===== src/core/lfe_pkg.sv =====
// shared constants for the link frequency, error and feature register block
package lfe_pkg;
  localparam int CLK_NS = 4;
  // device byte offsets
  localparam logic [4:0] OFS_FREQ0 = 5'h09;
  localparam logic [4:0] OFS_CAP0  = 5'h0a;
  localparam logic [4:0] OFS_FEAT  = 5'h0c;
  localparam logic [4:0] OFS_FREQ1 = 5'h11;
  localparam logic [4:0] OFS_CAP1  = 5'h12;
  // field positions
  localparam int ERR_CTLSEL   = 7;
  localparam int FEAT_REORDER = 5;
  localparam int FEAT_UPCFG   = 9;
  // reset values and codes
  localparam logic [3:0] FREQ_RST    = 4'h0;
  localparam logic [3:0] FREQ_AC_RST = 4'h7;
  localparam logic [3:0] THIRD_GENERATION_LO     = 4'h7;
  localparam logic [3:0] THIRD_GENERATION_HI     = 4'he;
  localparam logic [5:0] SYNC_RST    = 6'h1b;
  localparam logic [3:0] T0_RST      = 4'hf;
  // timing
  localparam int HOLD_NS      = 2000;
  localparam int HOLD_CYC     = (HOLD_NS + CLK_NS - 1) / CLK_NS;
  localparam int HOLD_W       = 9;
  localparam int CTL_SHORT_NS = 1000000;
  localparam int CTL_SHORT_CYC = CTL_SHORT_NS / CLK_NS;
  localparam int CTL_LONG_NS  = 1000000000;
  localparam int CTL_LONG_CYC = CTL_LONG_NS / CLK_NS;
  localparam int EXT_CTL_NS   = 50000;
  localparam int EXT_CTL_CYC  = (EXT_CTL_NS + CLK_NS - 1) / CLK_NS;
  localparam int CNT_W        = 28;
  localparam int LCLK_HALF    = 4;
  // controller apb map
  localparam logic [11:0] APB_CMD  = 12'h000;
  localparam logic [11:0] APB_STAT = 12'h004;
  localparam logic [11:0] APB_LINK = 12'h008;
  localparam int CMD_GO = 31;
  localparam int CMD_WE = 16;
  localparam int CMD_ADDR_LSB = 8;
  localparam int STAT_BUSY = 8;
  localparam int STAT_REFUSED = 9;
  localparam int STAT_BLOCKED = 10;
  localparam int LINK_RST = 0;
  localparam int LINK_STOP = 1;
  localparam int LINK_RETRY = 2;
  localparam int LINK_SCR = 3;
  localparam int LINK_SKEW = 4;
  localparam int LINK_T0_LSB = 8;
  typedef enum logic [1:0] {
    LFE_IDLE = 2'b00,
    LFE_REQ  = 2'b01,
    LFE_DROP = 2'b11
  } lfe_cst_t;
endpackage


===== src/core/lfe_if.sv =====
// link between register device and its controller
`timescale 1ns/1ps
`default_nettype none
interface lfe_if;
  logic       link_clk;
  logic       link_rst_n;
  logic       link_stop_n;
  logic       req;
  logic       we;
  logic [4:0] addr;
  logic [7:0] wdata;
  logic       ack;
  logic [7:0] rdata;
  modport dev (
    input  link_clk, link_rst_n, link_stop_n, req, we, addr, wdata,
    output ack, rdata
  );
  modport ctl (
    output link_clk, link_rst_n, link_stop_n, req, we, addr, wdata,
    input  ack, rdata
  );
endinterface
`default_nettype wire


===== src/core/lfe_dev.sv =====
// device end: per-link frequency, error log, capability and feature registers
`timescale 1ns/1ps
`default_nettype none
module lfe_dev #(
  parameter int          NUM_LINKS   = 2,
  parameter bit          IS_HOST     = 1'b1,
  parameter bit          AC_COUPLED  = 1'b0,
  parameter logic [31:0] CAP_MASK    = 32'h0001_0001,
  parameter logic [1:0]  VENDOR_FREQ = 2'b00,
  parameter logic [4:0]  FEAT_RO     = 5'h0b,
  parameter bit          FEAT_SRCID  = 1'b0,
  parameter bit          EXT_REGS    = 1'b1,
  parameter bit          REORDER_HW1 = 1'b0,
  parameter bit          UPCFG_HW0   = 1'b0,
  parameter logic [2:0]  CHECKS      = 3'b111,
  parameter int          SHORT_CYC   = lfe_pkg::CTL_SHORT_CYC,
  parameter int          LONG_CYC    = lfe_pkg::CTL_LONG_CYC,
  parameter int          EXT_CYC     = lfe_pkg::EXT_CTL_CYC
) (
  // clock and cold reset
  input  wire logic            pclk,
  input  wire logic            presetn,
  // link side
  lfe_if.dev                   lk,
  // error events and control lines
  input  wire logic [1:0]      prot_evt,
  input  wire logic [1:0]      ovf_evt,
  input  wire logic [1:0]      eoc_evt,
  input  wire logic [1:0]      ctl_line,
  // mode inputs
  input  wire logic            first_generation_mode,
  input  wire logic            sync_mode,
  input  wire logic            upcfg_req,
  // status outputs
  output logic [1:0][3:0]      tx_freq,
  output logic                 freq_is_limit,
  output logic                 reorder_keep,
  output logic                 upcfg_en,
  output logic                 upcfg_reject,
  output logic                 ctl_init_ok
);
  // ************************************************************
  // input synchronisers and link clock sampling
  // ************************************************************
  localparam int CW = lfe_pkg::CNT_W;
  localparam int HW = lfe_pkg::HOLD_W;
  logic [5:0] s1_r;
  logic [5:0] s2_r;
  logic       lclk_d_r;
  logic       lrst_n_r;
  logic       lstop_n_r;
  logic       lrst_p_r;
  logic       lstop_p_r;
  logic       ack_r;
  logic [7:0] rdata_r;
  wire        lclk_rise = s2_r[5] & ~lclk_d_r;
  wire        req_s     = s2_r[2];
  wire        acc       = req_s & ~ack_r;
  wire        warm      = ~lrst_n_r;
  wire        warm_fall = lrst_p_r & ~lrst_n_r;
  wire        stop_fall = lstop_p_r & ~lstop_n_r;
  wire        rd_acc    = acc & ~lk.we;
  wire        wr_acc    = acc & lk.we;

  always_ff @(posedge pclk or negedge presetn)
  begin
    if (!presetn)
    begin
      s1_r      <= lfe_pkg::SYNC_RST;
      s2_r      <= lfe_pkg::SYNC_RST;
      lclk_d_r  <= 1'b0;
      lrst_n_r  <= 1'b1;
      lstop_n_r <= 1'b1;
      lrst_p_r  <= 1'b1;
      lstop_p_r <= 1'b1;
    end
    else
    begin
      s1_r      <= {lk.link_clk, lk.link_rst_n, lk.link_stop_n, lk.req, ctl_line};
      s2_r      <= s1_r;
      lclk_d_r  <= s2_r[5];
      lrst_n_r  <= lclk_rise ? s2_r[4] : lrst_n_r;
      lstop_n_r <= lclk_rise ? s2_r[3] : lstop_n_r;
      lrst_p_r  <= lrst_n_r;
      lstop_p_r <= lstop_n_r;
    end
  end

  // ************************************************************
  // frequency apply timing
  // ************************************************************
  logic [HW-1:0] hold_r;
  // early edge of reset may reach the peer late; keep clock steady meanwhile
  wire  [HW-1:0] hold_nxt = (warm_fall && first_generation_mode) ? HW'(lfe_pkg::HOLD_CYC) :
                            (hold_r != '0) ? hold_r - HW'(1) : hold_r;
  wire           apply = (warm_fall & ~first_generation_mode) | (hold_r == HW'(1)) | stop_fall;

  always_ff @(posedge pclk or negedge presetn)
  begin
    if (!presetn)
      hold_r <= '0;
    else
      hold_r <= hold_nxt;
  end

  // ************************************************************
  // per-link frequency and error registers
  // ************************************************************
  logic [7:0]  fbyte [2];
  logic [15:0] cap_v [2];
  logic [3:0]  act_r [2];

  for (genvar l = 0; l < 2; l++)
  begin : g_link
    if (l < NUM_LINKS)
    begin : g_on
      localparam logic [4:0] OFS = (l == 0) ? lfe_pkg::OFS_FREQ0 : lfe_pkg::OFS_FREQ1;
      localparam logic [3:0] FRST = AC_COUPLED ? lfe_pkg::FREQ_AC_RST : lfe_pkg::FREQ_RST;
      logic [2:0]    err_r;
      logic          sel_r;
      logic [3:0]    pend_r;
      logic [CW-1:0] cnt_r;
      wire           hit_b  = (lk.addr == OFS);
      wire [CW-1:0]  lim    = sel_r ? CW'(LONG_CYC) : CW'(SHORT_CYC);
      wire           ctl_lo = ~s2_r[l];
      wire           to_hit = ctl_lo & (cnt_r == lim - CW'(1));
      wire [CW-1:0]  cnt_nxt = !ctl_lo ? '0 : (cnt_r == lim) ? cnt_r : cnt_r + CW'(1);
      wire [2:0]     setv = {eoc_evt[l], ovf_evt[l], prot_evt[l] | to_hit} & CHECKS;
      wire [2:0]     clrv = {3{rd_acc & hit_b}};
      // set beats a clear-on-read in the same cycle
      wire [2:0]     err_nxt = (err_r & ~clrv) | setv;
      always_ff @(posedge pclk or negedge presetn)
      begin
        if (!presetn)
        begin
          err_r    <= 3'h0;
          sel_r    <= 1'b0;
          pend_r   <= FRST;
          act_r[l] <= FRST;
          cnt_r    <= '0;
        end
        else
        begin
          err_r    <= err_nxt;
          sel_r    <= warm ? 1'b0 : (wr_acc & hit_b) ? lk.wdata[lfe_pkg::ERR_CTLSEL] : sel_r;
          pend_r   <= (wr_acc & hit_b) ? lk.wdata[3:0] : pend_r;
          act_r[l] <= apply ? pend_r : act_r[l];
          cnt_r    <= cnt_nxt;
        end
      end
      assign fbyte[l] = {sel_r, err_r, pend_r};
      assign cap_v[l] = {VENDOR_FREQ[l], CAP_MASK[16*l+1 +: 14], 1'b1};
    end
    else
    begin : g_off
      assign fbyte[l] = 8'h00;
      assign cap_v[l] = 16'h0000;
      assign act_r[l] = 4'h0;
    end
    assign tx_freq[l] = act_r[l];
  end

  // ************************************************************
  // feature register
  // ************************************************************
  logic reorder_r;
  logic upcfg_r;
  logic [CW-1:0] ext_r;
  logic ctl_ok_r;
  logic lim_r;
  logic rej_r;
  wire  wr_f0   = wr_acc & (lk.addr == lfe_pkg::OFS_FEAT);
  wire  wr_f1   = wr_acc & (lk.addr == lfe_pkg::OFS_FEAT + 5'h01) & IS_HOST;
  wire  reo_v   = REORDER_HW1 | reorder_r;
  wire  upc_v   = ~UPCFG_HW0 & upcfg_r;
  // bits above 9 are reserved and the high byte vanishes outside hosts
  wire [15:0] feat = {6'h00, upc_v & IS_HOST, EXT_REGS & IS_HOST, 1'b0,
                      FEAT_SRCID, reo_v, FEAT_RO};
  wire  ext_done = ~FEAT_RO[3] | (ext_r >= CW'(EXT_CYC));
  wire [CW-1:0] ext_nxt = (~lstop_n_r | ~s2_r[0]) ? '0 : ext_done ? ext_r : ext_r + CW'(1);

  always_ff @(posedge pclk or negedge presetn)
  begin
    if (!presetn)
    begin
      reorder_r <= 1'b0;
      upcfg_r   <= 1'b1;
      ext_r     <= '0;
      ctl_ok_r  <= 1'b0;
      lim_r     <= 1'b0;
      rej_r     <= 1'b0;
    end
    else
    begin
      reorder_r <= warm ? 1'b0 : wr_f0 ? lk.wdata[lfe_pkg::FEAT_REORDER] : reorder_r;
      upcfg_r   <= warm ? 1'b1 : wr_f1 ? lk.wdata[lfe_pkg::FEAT_UPCFG-8] : upcfg_r;
      ext_r     <= ext_nxt;
      ctl_ok_r  <= lstop_n_r & ext_done;
      lim_r     <= ~sync_mode;
      rej_r     <= upcfg_req & ~upc_v;
    end
  end

  // ************************************************************
  // register access answer
  // ************************************************************
  wire       two = (NUM_LINKS > 1);
  wire [7:0] rd_mux =
    (lk.addr == lfe_pkg::OFS_FREQ0)         ? fbyte[0] :
    (lk.addr == lfe_pkg::OFS_CAP0)          ? cap_v[0][7:0] :
    (lk.addr == lfe_pkg::OFS_CAP0 + 5'h01)  ? cap_v[0][15:8] :
    (lk.addr == lfe_pkg::OFS_FEAT)          ? feat[7:0] :
    (lk.addr == lfe_pkg::OFS_FEAT + 5'h01)  ? feat[15:8] :
    (lk.addr == lfe_pkg::OFS_FREQ1 && two)  ? fbyte[1] :
    (lk.addr == lfe_pkg::OFS_CAP1 && two)   ? cap_v[1][7:0] :
    (lk.addr == lfe_pkg::OFS_CAP1 + 5'h01 && two) ? cap_v[1][15:8] : 8'h00;

  always_ff @(posedge pclk or negedge presetn)
  begin
    if (!presetn)
    begin
      ack_r   <= 1'b0;
      rdata_r <= 8'h00;
    end
    else
    begin
      ack_r   <= req_s;
      rdata_r <= acc ? rd_mux : rdata_r;
    end
  end

  assign lk.ack        = ack_r;
  assign lk.rdata      = rdata_r;
  assign freq_is_limit = lim_r;
  assign reorder_keep  = reo_v;
  assign upcfg_en      = upc_v;
  assign upcfg_reject  = rej_r;
  assign ctl_init_ok   = ctl_ok_r;
endmodule
`default_nettype wire


===== src/flat_wrapper.sv =====
// flat-port wrapper written by rule: the top's interface ports become plain ports
module lfe_dev_flat 
#(
  parameter int          NUM_LINKS   = 2,
  parameter bit          IS_HOST     = 1'b1,
  parameter bit          AC_COUPLED  = 1'b0,
  parameter logic [31:0] CAP_MASK    = 32'h0001_0001,
  parameter logic [1:0]  VENDOR_FREQ = 2'b00,
  parameter logic [4:0]  FEAT_RO     = 5'h0b,
  parameter bit          FEAT_SRCID  = 1'b0,
  parameter bit          EXT_REGS    = 1'b1,
  parameter bit          REORDER_HW1 = 1'b0,
  parameter bit          UPCFG_HW0   = 1'b0,
  parameter logic [2:0]  CHECKS      = 3'b111,
  parameter int          SHORT_CYC   = lfe_pkg::CTL_SHORT_CYC,
  parameter int          LONG_CYC    = lfe_pkg::CTL_LONG_CYC,
  parameter int          EXT_CYC     = lfe_pkg::EXT_CTL_CYC
)
  (pclk, presetn, prot_evt, ovf_evt, eoc_evt, ctl_line, first_generation_mode, sync_mode, upcfg_req, tx_freq, freq_is_limit, reorder_keep, upcfg_en, upcfg_reject, ctl_init_ok, lk_link_clk, lk_link_rst_n, lk_link_stop_n, lk_req, lk_we, lk_addr, lk_wdata, lk_ack, lk_rdata);
  lfe_if lk_i ();
  input  wire logic pclk;
  input  wire logic presetn;
  input  wire logic [1:0] prot_evt;
  input  wire logic [1:0] ovf_evt;
  input  wire logic [1:0] eoc_evt;
  input  wire logic [1:0] ctl_line;
  input  wire logic first_generation_mode;
  input  wire logic sync_mode;
  input  wire logic upcfg_req;
  output logic [1:0][3:0] tx_freq;
  output logic freq_is_limit;
  output logic reorder_keep;
  output logic upcfg_en;
  output logic upcfg_reject;
  output logic ctl_init_ok;
  input wire logic [$bits(lk_i.link_clk)-1:0] lk_link_clk;
  input wire logic [$bits(lk_i.link_rst_n)-1:0] lk_link_rst_n;
  input wire logic [$bits(lk_i.link_stop_n)-1:0] lk_link_stop_n;
  input wire logic [$bits(lk_i.req)-1:0] lk_req;
  input wire logic [$bits(lk_i.we)-1:0] lk_we;
  input wire logic [$bits(lk_i.addr)-1:0] lk_addr;
  input wire logic [$bits(lk_i.wdata)-1:0] lk_wdata;
  output wire logic [$bits(lk_i.ack)-1:0] lk_ack;
  output wire logic [$bits(lk_i.rdata)-1:0] lk_rdata;
  assign lk_i.link_clk = lk_link_clk;
  assign lk_i.link_rst_n = lk_link_rst_n;
  assign lk_i.link_stop_n = lk_link_stop_n;
  assign lk_i.req = lk_req;
  assign lk_i.we = lk_we;
  assign lk_i.addr = lk_addr;
  assign lk_i.wdata = lk_wdata;
  assign lk_ack = lk_i.ack;
  assign lk_rdata = lk_i.rdata;
  lfe_dev #(.NUM_LINKS(NUM_LINKS), .IS_HOST(IS_HOST), .AC_COUPLED(AC_COUPLED), .CAP_MASK(CAP_MASK), .VENDOR_FREQ(VENDOR_FREQ), .FEAT_RO(FEAT_RO), .FEAT_SRCID(FEAT_SRCID), .EXT_REGS(EXT_REGS), .REORDER_HW1(REORDER_HW1), .UPCFG_HW0(UPCFG_HW0), .CHECKS(CHECKS), .SHORT_CYC(SHORT_CYC), .LONG_CYC(LONG_CYC), .EXT_CYC(EXT_CYC)) u_core (.pclk(pclk), .presetn(presetn), .lk(lk_i), .prot_evt(prot_evt), .ovf_evt(ovf_evt), .eoc_evt(eoc_evt), .ctl_line(ctl_line), .first_generation_mode(first_generation_mode), .sync_mode(sync_mode), .upcfg_req(upcfg_req), .tx_freq(tx_freq), .freq_is_limit(freq_is_limit), .reorder_keep(reorder_keep), .upcfg_en(upcfg_en), .upcfg_reject(upcfg_reject), .ctl_init_ok(ctl_init_ok));
endmodule

===== config.mk =====
export PLATFORM = sky130hd
export DESIGN_NAME = lfe_dev_flat
export DESIGN_NICKNAME = d
export VERILOG_FILES = /design/src/core/lfe_pkg.sv /design/src/core/lfe_if.sv /design/src/core/lfe_dev.sv /design/src/flat_wrapper.sv
export SDC_FILE = /design/constraint.sdc
export NUM_CORES = 1
export LEC_CHECK = 0
export BUFFER_PORTS_ARGS = -buffer_cell sky130_fd_sc_hd__buf_2
export CAP_MARGIN = 15
export CORE_UTILIZATION = 45
export CTS_BUF_LIST = sky130_fd_sc_hd__clkbuf_8
export CTS_CLUSTER_SIZE = 16
export DETAILED_ROUTE_END_ITERATION = 6
export HOLD_SLACK_MARGIN = 0.05
export MAX_ROUTING_LAYER = met4
export SYNTH_ARGS = -nofsm -noshare
export SYNTH_HDL_FRONTEND = slang
export SYNTH_SLANG_ARGS = --single-unit

===== constraint.sdc =====
create_clock -name pclk -period 1.75 [get_ports pclk]
set_input_delay 0.4375 -clock pclk [delete_from_list [all_inputs] [get_ports pclk]]
set_output_delay 0.4375 -clock pclk [all_outputs]
set_load 0.03 [all_outputs]

======== Yosys cells after proc, flatten, opt, wreduce, memory -nomap -nowiden ========
Cells that the tools add are included.
W data, S select, Z words.
storage, ports and cells
  flip-flop bits (word level) ............. 148
  output and inout port bits .............. 22
cells by class
  add/sub/neg operators ................... 6
  $lt $le $gt $ge ......................... 1
  eq/ne operators ......................... 19
  mux-type cells .......................... 25
  bitwise gates (word level) .............. 38
  reduce and logical (&&, ||, !) cells .... 3
operators by type and width
  cell                     number
  $mux W28                 8
  $eq A28 B28 Y1           4
  $add A28 B1 Y28 const B  3
  $sub A28 B1 Y28 const B  2
  $mux W8                  6
  $ge A28 B14 Y1 const B   1
  $eq A5 B4 Y1 const B     5
  $mux W9                  2
  $and A1 B1 Y1            17
  $eq A5 B5 Y1 const B     2
  $ne A2 B2 Y1 const B     5
  $not A1 Y1               10
  $eq A9 B1 Y1 const B     1
  $mux W1                  9
  $reduce_bool A9 Y1       1
  $sub A9 B1 Y9 const B    1
  $and A3 B3 Y3            2
  $not A3 Y3               2
  $or A3 B3 Y3             2
  $or A1 B1 Y1             5
  $ne A2 B1 Y1 const B     2
  $reduce_bool A2 Y1       1
  $logic_and A1 B1 Y1      1

======== Depth between registers and ports, before layout ========
  word-level depth ........................ 8
  mapped depth ............................ 8

======== Worst setup path before layout ========
No wires, ideal clock.
  path kind ............................... reg2reg
  from .................................... reg u_core.hold_r[4]
  to ...................................... reg u_core.act_r (netlist bit u_core.tx_freq[0])
  setup time .............................. 125 ps
  data arrival time ....................... 1793 ps
  data required time ...................... 1625 ps
  slack ................................... -168 ps
  cell stages (with the launch flop) ...... 6
  buffers on the path ..................... 1
  clock period less this slack ............ 1918 ps
  cells stage by stage .................... dfrtp_1 > nor4_1 > and3_1 > a221o_1 > buf_2 > mux2_2
between the ends
  longest elaborated chain between the ends .. 3
ends and longest elaborated chain
  what                            line            RTL
  start: declaration              lfe_dev.sv:92   logic [HW-1:0] hold_r;
  start signal: assignment        lfe_dev.sv:103  hold_r <= hold_nxt;
  $eq A9 B1 Y1                    lfe_dev.sv:96   wire apply = (warm_fall & ~first_generation_mode) | (hold_r == HW'(1)) | stop_fall;
  $or A1 B1 Y1 (2 in series)      lfe_dev.sv:96
  end signal: indexed assignment  lfe_dev.sv:147  act_r[l] <= apply ? pend_r : act_r[l];
  end: declaration                lfe_dev.sv:111  logic [3:0] act_r [2];
No other way between the ends.
A chain may end at the register's enable or synchronous reset.

======== Worst setup path after layout ========
  from .................................... reg u_core.g_link[1].g_on.cnt_r[25]
  to ...................................... reg u_core.g_link[1].g_on.cnt_r[1]
between the ends
  longest elaborated chain between the ends .. 2
ends and longest elaborated chain
  what                      line            RTL
  start: declaration        lfe_dev.sv:122  logic [CW-1:0] cnt_r;
  start signal: assignment  lfe_dev.sv:148  cnt_r <= cnt_nxt;
  $eq A28 B28 Y1            lfe_dev.sv:127  wire [CW-1:0] cnt_nxt = !ctl_lo ? '0 : (cnt_r == lim) ? cnt_r : cnt_r + CW'(1);
  $ne A2 B1 Y1 (no line)    --
No other way between the ends.

==> metrics.yaml <==
status: "finished with violations"
violations: "negative setup slack"
synth_seq_cells: 148
cp_slowest_cell: "or4_4"
finalHoldViolations: 0
die_h_microns: 126
vias: 5598
tns_ns: -0.751
yosys_warnings: 0
reg2regPathDepth: 5
criticalPathCategory: "reg -> reg"
setup_slack_ns: -0.160
clock_latency_ns: 0.45
synth_area_leaders: "dfrtp_1 49%, dfstp_2 4.9%, nor2_1 4.8%, xnor2_1 3.9%, mux2_2 2.8%"
worst-path-buf-inv: 0
area_growth_pct: 30.2
clkTransAtPathRegs_ns: 0.09
netlist_area_sq_um: 6940
synth_fp_nets: 709
cp_data_required_time_ns: 2.08
port_buffers: 50
seq_area_sq_um: 3720
reg2reg_from: "u_core.g_link[1].g_on.cnt_r[25]"
cp-startpoint: "u_core.g_link[1].g_on.cnt_r[25]"
p_switching_uw: 2090
grt_pass1_vias: 5522
final.min_clock_period_ns: 1.91
timing.hold.ws_ns: 0.0817
cts_buffer_depth: 2
p_comb_frac: 0.135
die-area_sq_um: 15900
drive_above_1_share: 0.342
io_pins: 53
gp_congestion: 0.822
antenna_found_initial: 0
dpl_cell_area_sq_um: 8160
max_stage_delay_ns: 0.52
synth-edff-count: 0
p_seq_frac: 0.505
ir_drop_uv: 622
grt_pass1_wl_mm: 26.3
tightest_slew_ns: 0.493
synth-seq-area-share: 0.536
worstPathArrival_ns: 2.24
fin_skew_ns: 0.00794
critPathTopFamily: "simple AND/OR/NAND/NOR gates"
vias_per_cell: 5.45
start_kind: "flip-flop"
yosysUniqueCellTypes: 59
dpl_worst_slack_ns: -0.196
syn_inst: 670
fillCellCount: 1248
coreArea_sq_um: 15100
drc: 0
ant_nets: 0
postRouteWirelength_mm: 16.1
fp-row-count: 45
design_area_sq_um: 9030
synth_flop_cell: "dfrtp_1"
min_path_type: "in -> reg"
worst-path-stages: 5
grt_setup_unrepaired: "yes"
power.total_uw: 7460
grt_max_degree: 49
met2_length_mm: 7.88
post_drt_wl_per_cell_microns: 15.6
synth_top_area_share: 0.487
n_antenna_cell: 0
pwr-share-clk: 0.360
start_util: 0.458
multi_input_area_sq_um: 3390
cts_tree: "done"
cts_buffers: 17
async_flop_share: 1.00
layout_common_cells: "134 x dfrtp_1, 105 x buf_4, 88 x nor2_1"
layout_commonest_cell: "dfrtp_1"
cp_cell_sequence: "nand2_4 > or4_4 > a2111oi_4 > mux2i_1 > nor2_1"
p_leak_uw: 0.00401
drt_first_pass_iters: 5
max_freq_mhz: 524
wl_met1_mm: 7.26
drv_slew: 0
first_iter_violations: 258
netSwitchingFraction: 0.280
slew_headroom: 0.671
whs_path_depth: 1
endpoint_kind: "flip-flop"
cts-root-buf: "clkbuf_8"
htree_levels: 4
setup_viol: 14
period_share: 1.09
p_per_area_nw_per_um2: 826
p_int_uw: 5370
netlist.top_cell.by_area: "dfrtp_1"
fin_nets: 865
die_w_microns: 126
top_layer: "met4"
cap_violations: 0
grt-ovfl-total: 0
min-delay-start: "ctl_line[0]"
hpwl_mm: 11.0
cts_sinks: 148
grt_usage: 0.214
synth.avg_cell_area_sq_um: 10.4
crit_path_max_fanout: 3
wl_met3_microns: 584
-- per-layer routing --
| metal | vias to the layer above | global-route usage |
|---|---|---|
| met4 | 0 | 0.0758 |
| li1 | 2687 | - |
| met1 | 2778 | 0.270 |
| met5 | - | - |
| met2 | 108 | 0.337 |
| met3 | 25 | 0.0493 |
-- registers in the layout, summed over array words and instances (netlist names) --
register and cells:
u_core.lrst_p_r 1, u_core.g_link.g_on.cnt_r 56, u_core.ctl_init_ok 1, u_core.hold_r 9
u_core.g_link.g_on.err_r 6, u_core.upcfg_reject 1, u_core.ext_r 28, u_core.g_link.g_on.pend_r 8
u_core.s1_r 6, u_core.freq_is_limit 1, u_core.lk.rdata 8, u_core.upcfg_en 1
u_core.lclk_d_r 1, u_core.lstop_p_r 1, u_core.lrst_n_r 1, u_core.g_link.g_on.sel_r 2
u_core.reorder_keep 1, u_core.tx_freq 8, u_core.s2_r 6, u_core.lk.ack 1
u_core.lstop_n_r 1
-- worst reg2reg max path: cells and delay by family (launching register included) --
| family | cells | cell delay (ns) |
|---|---|---|
| flops | 1 | 0.44 |
| compound gates | 1 | 0.47 |
| simple gates | 3 | 0.64 |
| mux | 1 | 0.23 |
-- metrics by stage --
step	utilization	cells
floorplan	-	670
global placement	0.539	979
detailed placement	0.539	979
CTS	0.575	1020
global route	0.596	1027
finish	0.596	1027
-- Yosys cell counts, drive strengths merged, types with 6 or more instances --
master / n
a21oi: 26
a221oi: 7
and3: 27
and4: 9
clkbuf: 24
dfrtp: 135
dfstp: 13
ha: 8
inv: 23
mux2: 17
mux2i: 7
nand2: 35
nand2b: 6
nand3: 31
nand4: 20
nor2: 89
nor2b: 7
nor3: 15
nor3b: 6
nor4: 15
o21ai: 24
or3: 17
xnor2: 31
xor2: 19
-- power by group through the flow --
stage	Clock (uW)	Sequential (uW)	Combinational [uW]
finish	2690	3770	1000
global route	2910	3790	1100
global placement	0	3820	904
detailed placement	0	3830	933
floorplan	0	3930	383
CTS	2760	3760	973
-- kinds of logic after synthesis --
family,Yosys count,synth area share
muxes,24,0.0377
buffers and inverters,52,0.0299
AOI/OAI and AO/OA,83,0.0804
DFF,148,0.536
and+or+nand+nor,305,0.238
adders and majority gates,8,0.0144
xor gates and xnor gates,50,0.0631
-- worst paths after layout --
| check | to | slack (ns) |
|---|---|---|
| setup / recovery | u_core.g_link[1].g_on.cnt_r[1] | -0.16 |
| hold / removal | u_core.s1_r[0] | 0.08 |
| setup reg to reg | u_core.g_link[1].g_on.cnt_r[1] | -0.16 |
| hold reg to reg | u_core.s2_r[2] | 0.35 |
| max in group asynchronous | u_core.s2_r[3] | 0.63 |
| min in group asynchronous | u_core.tx_freq[5] | 0.49 |
-- what timing repair did --
action,CTS,global route
pin swaps,12,28
hold buffers,1,1
setup endpoints to repair,29,51
resized for setup,17,50
hold endpoints to repair,34,1
setup buffers,8,6
-- final cells by class --
cell class	count	area share
Timing Repair Buffer	166	0.133
Clock buffer	18	0.0274
Clock inverter	14	0.0169
Multi-Input combinational cell	470	0.375
Inverter	23	0.00956
Sequential cell	148	0.412
Tap cell	188	0.0260
No activity file was read; power rests on OpenSTA's default activity.
